--- src/inc/liss_defs.vh ---
// liss_defs.vh: constants for the line/drive switchover sequencer
// assumes: included by the sequencer module, APB data 32 bits wide
`ifndef LISS_DEFS_VH
`define LISS_DEFS_VH
`define LISS_ADDR_CTRL 12'h000
`define LISS_ADDR_FREQ 12'h004
`define LISS_ADDR_WAIT 12'h008
`define LISS_ADDR_TERM 12'h00C
`define LISS_ADDR_STAT 12'h010
`define LISS_ADDR_CMDF 12'h014
`define LISS_CTRL_SEQ_EN 0
`define LISS_CTRL_ALARM_SW 1
`define LISS_CTRL_RST_ACC 2
`define LISS_CTRL_EXT_MODE 3
`define LISS_CTRL_RESET 32'h0000000D
`define LISS_FREQ_DISABLE 16'h270F
`define LISS_FREQ_RESET 32'h270F270F
`define LISS_BAND_DISABLE 16'h270F
`define LISS_WAIT_RESET 32'h00000014
`define LISS_TERM_RESET 32'h00131211
`define LISS_CODE_IN 8'h11
`define LISS_CODE_MAINS 8'h12
`define LISS_CODE_OUT 8'h13
`define LISS_CODE_W 8
`define LISS_TERM_N 3
`define LISS_SYNC_RESET 7'h10
`define LISS_TICK_NS 100000000
`define LISS_CLK_NS 20
`define LISS_TICK_CYC (`LISS_TICK_NS / `LISS_CLK_NS)
`define LISS_TICK_W 23
`define LISS_FREQ_RANGE 16'h0258
`define LISS_BAND_RANGE 16'h0064
`endif

--- src/rtl/liss_sequencer.v ---
// liss_sequencer.v: line/drive motor contactor switchover sequencer
// assumes: one 50 MHz clock, inputs from terminals are asynchronous, APB slave
`timescale 1ns/1ps
`include "liss_defs.vh"
module liss_sequencer #(
	parameter TICK_CYC = `LISS_TICK_CYC
) (
	// clock and reset
	input wire CLK_SYS_I,
	input wire RST_I,
	// apb slave
	input wire PSEL_I,
	input wire PENABLE_I,
	input wire PWRITE_I,
	input wire [11:0] PADDR_I,
	input wire [31:0] PWDATA_I,
	output wire PREADY_O,
	output wire PSLVERR_O,
	output reg [31:0] PRDATA_O,
	// terminal inputs
	input wire OPERATION_ENABLE_INPUT_I,
	input wire SWITCHOVER_INPUT_I,
	input wire FORWARD_RUN_INPUT_I,
	input wire REVERSE_RUN_INPUT_I,
	input wire THERMAL_RELAY_INPUT_I,
	input wire STATUS_INIT_INPUT_I,
	input wire DRIVE_ALARM_I,
	// drive status
	input wire [15:0] OUTPUT_FREQ_I,
	// contactor controls and run commands
	output reg INPUT_SIDE_CONTACTOR_O,
	output reg MAINS_MOTOR_CONTACTOR_O,
	output reg OUTPUT_SIDE_CONTACTOR_O,
	output reg RUN_FWD_O,
	output reg RUN_REV_O,
	output reg [2:0] TERMINAL_O
);
	localparam ST_IDLE = 3'h0;
	localparam ST_DRIVE = 3'h1;
	localparam ST_WAIT_MAINS = 3'h2;
	localparam ST_MAINS = 3'h3;
	localparam ST_WAIT_DRIVE = 3'h4;
	localparam ST_START_WAIT = 3'h5;
	localparam ST_ALARM = 3'h6;

	function sel_code;
		input [7:0] code;
		input [7:0] want;
		begin
			sel_code = (code == want);
		end
	endfunction

	// two-flop synchronisers for the seven terminal inputs
	wire [6:0] raw_in = {DRIVE_ALARM_I, STATUS_INIT_INPUT_I, THERMAL_RELAY_INPUT_I,
		REVERSE_RUN_INPUT_I, FORWARD_RUN_INPUT_I, SWITCHOVER_INPUT_I,
		OPERATION_ENABLE_INPUT_I};
	reg [6:0] sync1_reg;
	reg [6:0] sync2_reg;
	always @(posedge CLK_SYS_I) begin
		if (RST_I) begin
			// thermal pin idles high: reset to normal, no false trip
			sync1_reg <= `LISS_SYNC_RESET;
			sync2_reg <= `LISS_SYNC_RESET;
		end else begin
			sync1_reg <= raw_in;
			sync2_reg <= sync1_reg;
		end
	end
	wire en = sync2_reg[0];
	wire cs = sync2_reg[1];
	wire fwd = sync2_reg[2];
	wire rev = sync2_reg[3];
	wire therm_ok = sync2_reg[4];
	wire init_raw = sync2_reg[5];
	wire alarm = sync2_reg[6];

	// registers
	reg [31:0] ctrl_reg;
	reg [31:0] freq_reg;
	reg [31:0] wait_reg;
	reg [31:0] term_reg;
	reg [15:0] cmd_freq_reg;
	wire seq_en = ctrl_reg[`LISS_CTRL_SEQ_EN];
	wire alarm_sw = ctrl_reg[`LISS_CTRL_ALARM_SW];
	wire rst_acc = ctrl_reg[`LISS_CTRL_RST_ACC];
	wire ext_mode = ctrl_reg[`LISS_CTRL_EXT_MODE];
	wire [15:0] auto_switch_frequency = freq_reg[15:0];
	wire [15:0] auto_return_band = freq_reg[31:16];
	wire [7:0] contactor_wait_time = wait_reg[7:0];
	wire [7:0] start_wait_time = wait_reg[15:8];
	wire active = seq_en && ext_mode;
	wire init = init_raw && rst_acc;

	reg [2:0] state_reg;
	reg [2:0] state_next;
	reg [7:0] wait_cnt_reg;
	reg [`LISS_TICK_W-1:0] tick_cnt_reg;
	reg fault_reg;
	reg auto_mains_reg;
	wire tick = (tick_cnt_reg == TICK_CYC[`LISS_TICK_W-1:0] - 1'b1);
	wire auto_on = (auto_switch_frequency != `LISS_FREQ_DISABLE);
	wire run = fwd || rev;
	wire at_freq = auto_on && (OUTPUT_FREQ_I >= auto_switch_frequency);
	wire band_on = (auto_return_band != `LISS_BAND_DISABLE);
	wire [16:0] ret_lvl = {1'b0, auto_switch_frequency} - {1'b0, auto_return_band};
	wire below = band_on && !ret_lvl[16] && ({1'b0, cmd_freq_reg} < ret_lvl);
	// auto mains keeps drive off until run stops or command falls back
	wire want_drive = en && cs && !(auto_mains_reg && run && !below);
	wire want_mains = en && !want_drive;

	always @* begin
		state_next = state_reg;
		case (state_reg)
			ST_IDLE: begin
				if (want_drive)
					state_next = ST_WAIT_DRIVE;
				else if (want_mains)
					state_next = ST_WAIT_MAINS;
			end
			ST_DRIVE: begin
				if (want_mains || !en)
					state_next = ST_WAIT_MAINS;
			end
			ST_WAIT_MAINS: begin
				if (want_drive)
					state_next = ST_WAIT_DRIVE;
				else if (want_mains && wait_cnt_reg == 8'h00)
					state_next = ST_MAINS;
			end
			ST_MAINS: begin
				if (want_drive)
					state_next = ST_WAIT_DRIVE;
				else if (!en)
					state_next = ST_IDLE;
			end
			ST_WAIT_DRIVE: begin
				if (!want_drive)
					state_next = ST_WAIT_MAINS;
				else if (wait_cnt_reg == 8'h00)
					state_next = ST_START_WAIT;
			end
			ST_START_WAIT: begin
				if (!want_drive)
					state_next = ST_WAIT_MAINS;
				else if (wait_cnt_reg == 8'h00)
					state_next = ST_DRIVE;
			end
			ST_ALARM: begin
				if (!alarm && !fault_reg)
					state_next = ST_IDLE;
			end
			default: state_next = ST_IDLE;
		endcase
		// enable off parks in idle so the output contactor holds
		if (!en && state_reg != ST_ALARM)
			state_next = ST_IDLE;
		if (alarm || !therm_ok)
			state_next = ST_ALARM;
		if (init)
			state_next = ST_IDLE;
	end

	always @(posedge CLK_SYS_I) begin
		if (RST_I) begin
			state_reg <= ST_IDLE;
			wait_cnt_reg <= 8'h00;
			tick_cnt_reg <= {`LISS_TICK_W{1'b0}};
			fault_reg <= 1'b0;
			auto_mains_reg <= 1'b0;
		end else if (!active) begin
			state_reg <= ST_IDLE;
			wait_cnt_reg <= 8'h00;
			tick_cnt_reg <= {`LISS_TICK_W{1'b0}};
			fault_reg <= 1'b0;
			auto_mains_reg <= 1'b0;
		end else begin
			state_reg <= state_next;
			tick_cnt_reg <= (tick || state_next != state_reg) ? {`LISS_TICK_W{1'b0}} :
				tick_cnt_reg + 1'b1;
			if (state_next == ST_WAIT_DRIVE && state_reg != ST_WAIT_DRIVE)
				wait_cnt_reg <= contactor_wait_time;
			else if (state_next == ST_WAIT_MAINS && state_reg != ST_WAIT_MAINS)
				wait_cnt_reg <= contactor_wait_time;
			else if (state_next == ST_START_WAIT && state_reg != ST_START_WAIT)
				wait_cnt_reg <= start_wait_time;
			else if (tick && wait_cnt_reg != 8'h00)
				wait_cnt_reg <= wait_cnt_reg - 8'h01;
			// alarm latched until reset input accepted
			if (alarm || !therm_ok)
				fault_reg <= 1'b1;
			else if (init)
				fault_reg <= 1'b0;
			if (state_reg == ST_DRIVE && at_freq && run)
				auto_mains_reg <= 1'b1;
			else if (!run || below || !en)
				auto_mains_reg <= 1'b0;
		end
	end

	// contactor outputs
	reg in_c;
	reg mains_c;
	reg out_c;
	always @* begin
		in_c = 1'b1;
		mains_c = 1'b0;
		out_c = OUTPUT_SIDE_CONTACTOR_O;
		if (!active) begin
			in_c = seq_en;
			out_c = seq_en;
		end else if (!therm_ok) begin
			in_c = 1'b0;
			out_c = 1'b0;
		end else if (state_reg == ST_ALARM) begin
			in_c = 1'b0;
			out_c = 1'b0;
			mains_c = alarm_sw && en;
		end else if (init) begin
			in_c = INPUT_SIDE_CONTACTOR_O;
		end else begin
			mains_c = (state_reg == ST_MAINS);
			case (state_reg)
				ST_DRIVE, ST_START_WAIT: out_c = 1'b1;
				ST_IDLE: out_c = OUTPUT_SIDE_CONTACTOR_O;
				default: out_c = 1'b0;
			endcase
		end
		if (mains_c)
			out_c = 1'b0;
	end

	// terminal k shows the contactor whose code sits in byte k
	wire [`LISS_TERM_N-1:0] term_next;
	genvar gi;
	generate
		for (gi = 0; gi < `LISS_TERM_N; gi = gi + 1) begin : g_term
			wire [`LISS_CODE_W-1:0] code;
			assign code = term_reg[gi*`LISS_CODE_W +: `LISS_CODE_W];
			assign term_next[gi] = sel_code(code, `LISS_CODE_IN) ? INPUT_SIDE_CONTACTOR_O :
				sel_code(code, `LISS_CODE_MAINS) ? MAINS_MOTOR_CONTACTOR_O :
				sel_code(code, `LISS_CODE_OUT) && OUTPUT_SIDE_CONTACTOR_O;
		end
	endgenerate

	always @(posedge CLK_SYS_I) begin
		if (RST_I) begin
			INPUT_SIDE_CONTACTOR_O <= 1'b0;
			MAINS_MOTOR_CONTACTOR_O <= 1'b0;
			OUTPUT_SIDE_CONTACTOR_O <= 1'b0;
			RUN_FWD_O <= 1'b0;
			RUN_REV_O <= 1'b0;
			TERMINAL_O <= 3'h0;
		end else begin
			INPUT_SIDE_CONTACTOR_O <= in_c;
			MAINS_MOTOR_CONTACTOR_O <= mains_c && !OUTPUT_SIDE_CONTACTOR_O;
			OUTPUT_SIDE_CONTACTOR_O <= out_c && !MAINS_MOTOR_CONTACTOR_O;
			RUN_FWD_O <= (!active || (en && cs)) && state_reg == ST_DRIVE && fwd;
			RUN_REV_O <= (!active || (en && cs)) && state_reg == ST_DRIVE && rev && !fwd;
			TERMINAL_O <= term_next;
		end
	end

	// apb slave, zero wait states
	wire wr = PSEL_I && PENABLE_I && PWRITE_I;
	wire mapped = (PADDR_I == `LISS_ADDR_CTRL) || (PADDR_I == `LISS_ADDR_FREQ) ||
		(PADDR_I == `LISS_ADDR_WAIT) || (PADDR_I == `LISS_ADDR_TERM) ||
		(PADDR_I == `LISS_ADDR_STAT) || (PADDR_I == `LISS_ADDR_CMDF);
	assign PREADY_O = 1'b1;
	assign PSLVERR_O = PSEL_I && PENABLE_I && !mapped;
	always @(posedge CLK_SYS_I) begin
		if (RST_I) begin
			ctrl_reg <= `LISS_CTRL_RESET;
			freq_reg <= `LISS_FREQ_RESET;
			wait_reg <= `LISS_WAIT_RESET;
			term_reg <= `LISS_TERM_RESET;
			cmd_freq_reg <= 16'h0000;
			PRDATA_O <= 32'h00000000;
		end else begin
			if (wr && PADDR_I == `LISS_ADDR_CTRL)
				ctrl_reg <= {28'h0000000, PWDATA_I[3:0]};
			if (wr && PADDR_I == `LISS_ADDR_FREQ)
				freq_reg <= PWDATA_I;
			if (wr && PADDR_I == `LISS_ADDR_WAIT)
				wait_reg <= {16'h0000, PWDATA_I[15:0]};
			if (wr && PADDR_I == `LISS_ADDR_TERM)
				term_reg <= {8'h00, PWDATA_I[23:0]};
			if (wr && PADDR_I == `LISS_ADDR_CMDF)
				cmd_freq_reg <= PWDATA_I[15:0];
			if (PSEL_I && !PENABLE_I && !PWRITE_I) begin
				case (PADDR_I)
					`LISS_ADDR_CTRL: PRDATA_O <= ctrl_reg;
					`LISS_ADDR_FREQ: PRDATA_O <= freq_reg;
					`LISS_ADDR_WAIT: PRDATA_O <= wait_reg;
					`LISS_ADDR_TERM: PRDATA_O <= term_reg;
					`LISS_ADDR_STAT: PRDATA_O <= {16'h0000, wait_cnt_reg, sync2_reg[6:5],
						auto_mains_reg, fault_reg, 1'b0, state_reg};
					`LISS_ADDR_CMDF: PRDATA_O <= {16'h0000, cmd_freq_reg};
					default: PRDATA_O <= 32'h00000000;
				endcase
			end
		end
	end
endmodule

--- config.mk ---
export PLATFORM = sky130hd
export DESIGN_NAME = liss_sequencer
export DESIGN_NICKNAME = d
export VERILOG_FILES = /design/src/rtl/liss_sequencer.v
export VERILOG_INCLUDE_DIRS = /design/src /design/src/inc
export SDC_FILE = /design/constraint.sdc
export NUM_CORES = 1
export LEC_CHECK = 0
export BUFFER_PORTS_ARGS = -buffer_cell sky130_fd_sc_hd__buf_2
export CORE_ASPECT_RATIO = 0.9
export CORE_MARGIN = 5
export CORE_UTILIZATION = 47
export DETAILED_ROUTE_END_ITERATION = 8
export PLACE_DENSITY = 0.67
export SLEW_MARGIN = 20
export SYNTH_ARGS = -nofsm -noshare
export SYNTH_HDL_FRONTEND = slang
export SYNTH_SLANG_ARGS = --single-unit
--- constraint.sdc ---
create_clock -name CLK_SYS_I -period 10.2 [get_ports CLK_SYS_I]
set_input_delay 1.02 -clock CLK_SYS_I [delete_from_list [all_inputs] [get_ports CLK_SYS_I]]
set_output_delay 1.02 -clock CLK_SYS_I [all_outputs]
set_load 0.05 [all_outputs]
==> metrics list <==
- Depth of the most critical reg-to-reg path: 20
- During synthesis, Yosys emitted a total of 0 warnings.
* Ports placed on the boundary: 114
- In the final layout, flip-flops and latches occupy 3640 um^2.
- Summed over all nets, the half-perimeter wirelength after detailed placement is 21100 um.
- The final layout contains 1349 nets.
- The longest clock path from root to sink contains 2 buffers.
* Synth top area share: 39.3%
* Largest area contributor in the netlist: dfxtp_1
- For the worst setup path, the data arrival time is 5.95 ns.
- Slew Viols, Final: 0
- Cell area after synthesis: 9280 um^2
* Worst rel slew slack: 26.4%
- The worst hold path belongs to the class flip-flop to flip-flop.
- For this run, the share of the core covered by cells in the final layout is 54.8%.
- The number of hold violations in the final report came to 0.
* Post-cts gate resize count: 0
- Final instance area: 10600 um^2
- The worst register-to-register path ends at tick_cnt_reg[4].
- Net switching fraction of the power: 24.5%
* Clock network fraction of total power: 45.1%
- Overall routed net length: 28700 um
- Number of synthesized register bits: 182
- In this run the remaining antenna-violating nets after routing total 0.
* Row cnt: 48
* Worst Hold Path EP: sync2_reg[4]
* Y dimension of the die: 143 um
* Power Density: 141 nW/um^2
- Hold path startpoint: sync1_reg[4]
- Final worst-path cycle share: 54.8%
- The worst-case IR drop observed on VDD is 0.0914 mV.
- Commonest register cell after synthesis: dfxtp_1
- Number of antenna violations at the first check in global routing: 0
- For this block, wires on met1 add up to 13100 um.
- Leakage power: 4.17 nW
- Static timing analysis puts the maximum clock frequency at 0.179 GHz.
- In this run the worst path has a maximum fanout of 19.
- For this run, design rule violations remaining after detail routing come to 0.
- Multi-input combinational cell area: 5220 um^2
* Synthesis-to-layout area growth: 13.8%
* Nets in the synthesized netlist: 1275
* Detailed-routed wire length on met2: 12400 um
* Fraction of layout cells with a size suffix above 1: 14.7%
- Number of port buffers: 112
- The total area inside the core boundary comes to 19300 um^2.
* Vias post-DR: 8766
- Portion of total power attributed to combinational logic: 6.1%
- Met3 WL post-DR: 2780 um
- Entering global routing, the biggest net connects 78 pins.
- Number of filler instances in the final layout: 1833
* Count of hold-fix buffers inserted at cts: 0
* Nature of the critical path startpoint: flip-flop
- Number of detailed-route iterations in the first pass: 7
- CTS sink cnt: 182
- The analysis attributes to net switching a power of 363 uW.
- Worst Tran Pin Value: 1.10 ns
- RSZ-0062 raised after global routing: no
* Post-route minimum period: 5.59 ns
- Clock-pin slew was measured on the worst setup and hold paths at 0.07 ns.
* Placed standard-cell area: 9970 um^2
* Post-CTS Setup Bufs: 0
- The cell sitting at the root of the clock tree is a clkbuf_16.
- Dividing the detail-routed wire length by the instance count gives 19.3 um.
- 0 antenna diodes ended up in the layout.
- Post-route setup slack: 4.61 ns
- Number of clock buffers inserted by TritonCTS: 17
* Highest routed layer: met4
- Sequential elements use 39.3% of the synthesized area.
- For flop-to-flop paths, the worst setup slack is 4.61 ns.
* First-pass GRT wire length: 45100 um
- Effective utilization at floorplan: 48.1%
- Cell internal power was estimated by the tool at 1.12 mW.
* Gate count after technology mapping: 1152
* Detailed Route Iter0 Violations: 1045
* Kind of critical path: flip-flop to flip-flop
- Clock skew on the completed layout was measured at 0.0118 ns.
- Counting instances, the worst hold path has a depth of 1.
- Yosys cell types: 66
* Status: finished clean
- Via-to-Cell Ratio: 5.89
- After synthesis, the mean cell area works out to 8.06 um^2.
- TritonCTS built the clock tree.
* Number of flops mapped to enable cells by yosys: 0
- The congestion estimate from routability-driven global placement came to 0.959.
- The worst register-to-register path begins at freq_reg[0].
- The tool flagged a number of max-cap violations equal to 0.
- By area the synthesized netlist is led by dfxtp_1, nand2_1, a21oi_1.
- The number of global-route vias before repair is 7909.
* Proportion of register bits with asynchronous set or reset after synthesis: 0%
- Die area: 22700 um^2
- Number of H-tree levels: 4
- Worst Setup End Kind: flip-flop
* All-Layer GR Usage: 25.3%
- Registers are responsible for 48.9% of the overall power.
- Setup violations remaining at the end of the flow were counted as 0.
- For the worst-skew pair, the clock arrives at the later sink with an insertion delay of 0.43 ns.
- After global routing the overflow that remains totals 0.
- Measured along the x axis, the die boundary spans 158 um.
- Setup TNS: 0 ns
- At the placement stage, the worst setup path has a slack of 4.49 ns.
* Data required time of the critical path: 10.56 ns
layer usage:
| metal | GRT usage, % | up-vias |
|---|---|---|
| met4 | 5.92 | 0 |
| met2 | 36.3 | 408 |
| met3 | 5.63 | 39 |
| li1 | - | 4218 |
| met5 | 0 | - |
| met1 | 38.7 | 4101 |
power groups by stage:
stage / Combinational [mW] / Clock [mW] / Sequential [mW]
2_1_floorplan: 0.0558 / 0 / 0.741
3_3_place_gp: 0.0881 / 0 / 0.742
3_5_place_dp: 0.0886 / 0 / 0.742
4_1_cts: 0.0890 / 0.676 / 0.725
5_1_grt: 0.0985 / 0.708 / 0.726
6_report: 0.0899 / 0.669 / 0.726
how the worst max path moves through the flow:
stage	to	depth (start not counted)	slack [ns]	start
4_1_cts	tick_cnt_reg[4]	20	4.48	freq_reg[0]
5_1_grt	tick_cnt_reg[12]	20	4.31	freq_reg[0]
2_1_floorplan	tick_cnt_reg[14]	22	5.53	freq_reg[0]
3_5_place_dp	tick_cnt_reg[8]	20	4.49	freq_reg[0]
3_3_place_gp	tick_cnt_reg[10]	20	4.62	freq_reg[0]
6_report	tick_cnt_reg[4]	20	4.61	freq_reg[0]
cell type report:
class	instances	area share, %
Inverter	47	1.67
Tap cell	250	2.96
Clock inverter	11	1.33
Clock buffer	20	4.23
Sequential cell	182	34.5
Timing Repair Buffer	120	5.90
Multi-Input combinational cell	858	49.4
logic make-up after synthesis:
| group | synth area share, % |
|---|---|
| simple gates | 23.9 |
| compound gates | 20.7 |
| flops | 39.3 |
| buf+inv | 4.83 |
| fa+ha+maj | 6.96 |
| xor+xnor | 3.96 |
| mux | 0.337 |
| other cells | 0.0404 |
synthesized netlist by cell type, types with 12 or more instances:
cell and count:
nand2_1 199, dfxtp_1 182, a21oi_1 145, nor2_1 96, clkbuf_1 62, ha_1 50, inv_1 47, nand3_1 28
a211o_1 25, o21ai_0 24, a22oi_1 23, xnor2_1 22, nor3_1 20, xor2_1 20, nor4_1 17, and3_1 16
nor2b_1 16, a222oi_1 15, nand3b_1 14, nand4_1 12
metrics by stage:
stage | hold slack (ns) | total power, mW | std cells
after floorplan | 0.389 | 0.797 | 1152
after global placement | 0.392 | 0.830 | 1457
after detailed placement | 0.400 | 0.830 | 1457
after CTS | 0.417 | 1.49 | 1488
after global routing | 0.448 | 1.53 | 1488
final | 0.415 | 1.48 | 1488
cell usage in the layout (no fill, tap or decap), types with 6 or more instances in the layout:
| master | synthesis | routed |
|---|---|---|
| dfxtp_1 | 182 | 182 |
| nor2_1 | 96 | 96 |
| nor3_1 | 20 | 20 |
| and2_1 | 7 | 6 |
| nand2_1 | 199 | 199 |
| a22oi_1 | 23 | 23 |
| a211o_1 | 25 | 25 |
| o211ai_1 | 6 | 6 |
| ha_1 | 50 | 50 |
| xnor2_1 | 22 | 22 |
| xor2_1 | 20 | 20 |
| and3_1 | 16 | 16 |
| nand3_1 | 28 | 28 |
| a31oi_1 | 9 | 9 |
| nor2b_1 | 16 | 16 |
| clkbuf_16 | 0 | 17 |
| buf_2 | 0 | 111 |
| a21oi_1 | 145 | 145 |
| nand3b_1 | 14 | 14 |
| buf_4 | 1 | 9 |
| nor4_1 | 17 | 17 |
| nor2_4 | 7 | 7 |
| a21o_1 | 9 | 9 |
| o21ai_0 | 24 | 24 |
| a222oi_1 | 15 | 15 |
| nand4_1 | 12 | 12 |
| inv_1 | 47 | 47 |
| a211oi_1 | 9 | 9 |
critical path, stage by stage, from the launching register on:
cell,delay [ns]
dfxtp_1,0.34
inv_1,0.09
ha_1,0.17
inv_1,0.06
fa_1,0.44
a211oi_2,0.25
nor2_1,0.11
o41ai_4,0.40
o21bai_1,0.10
a21oi_1,0.20
xnor2_1,0.15
ha_1,0.27
a21o_1,0.18
a211oi_1,0.30
o211ai_1,0.13
o21ai_0,0.39
a31o_2,0.27
a31oi_1,0.09
o32a_1,0.37
or4b_2,1.02
nor2_1,0.20
(Power assumes the default switching activity.)
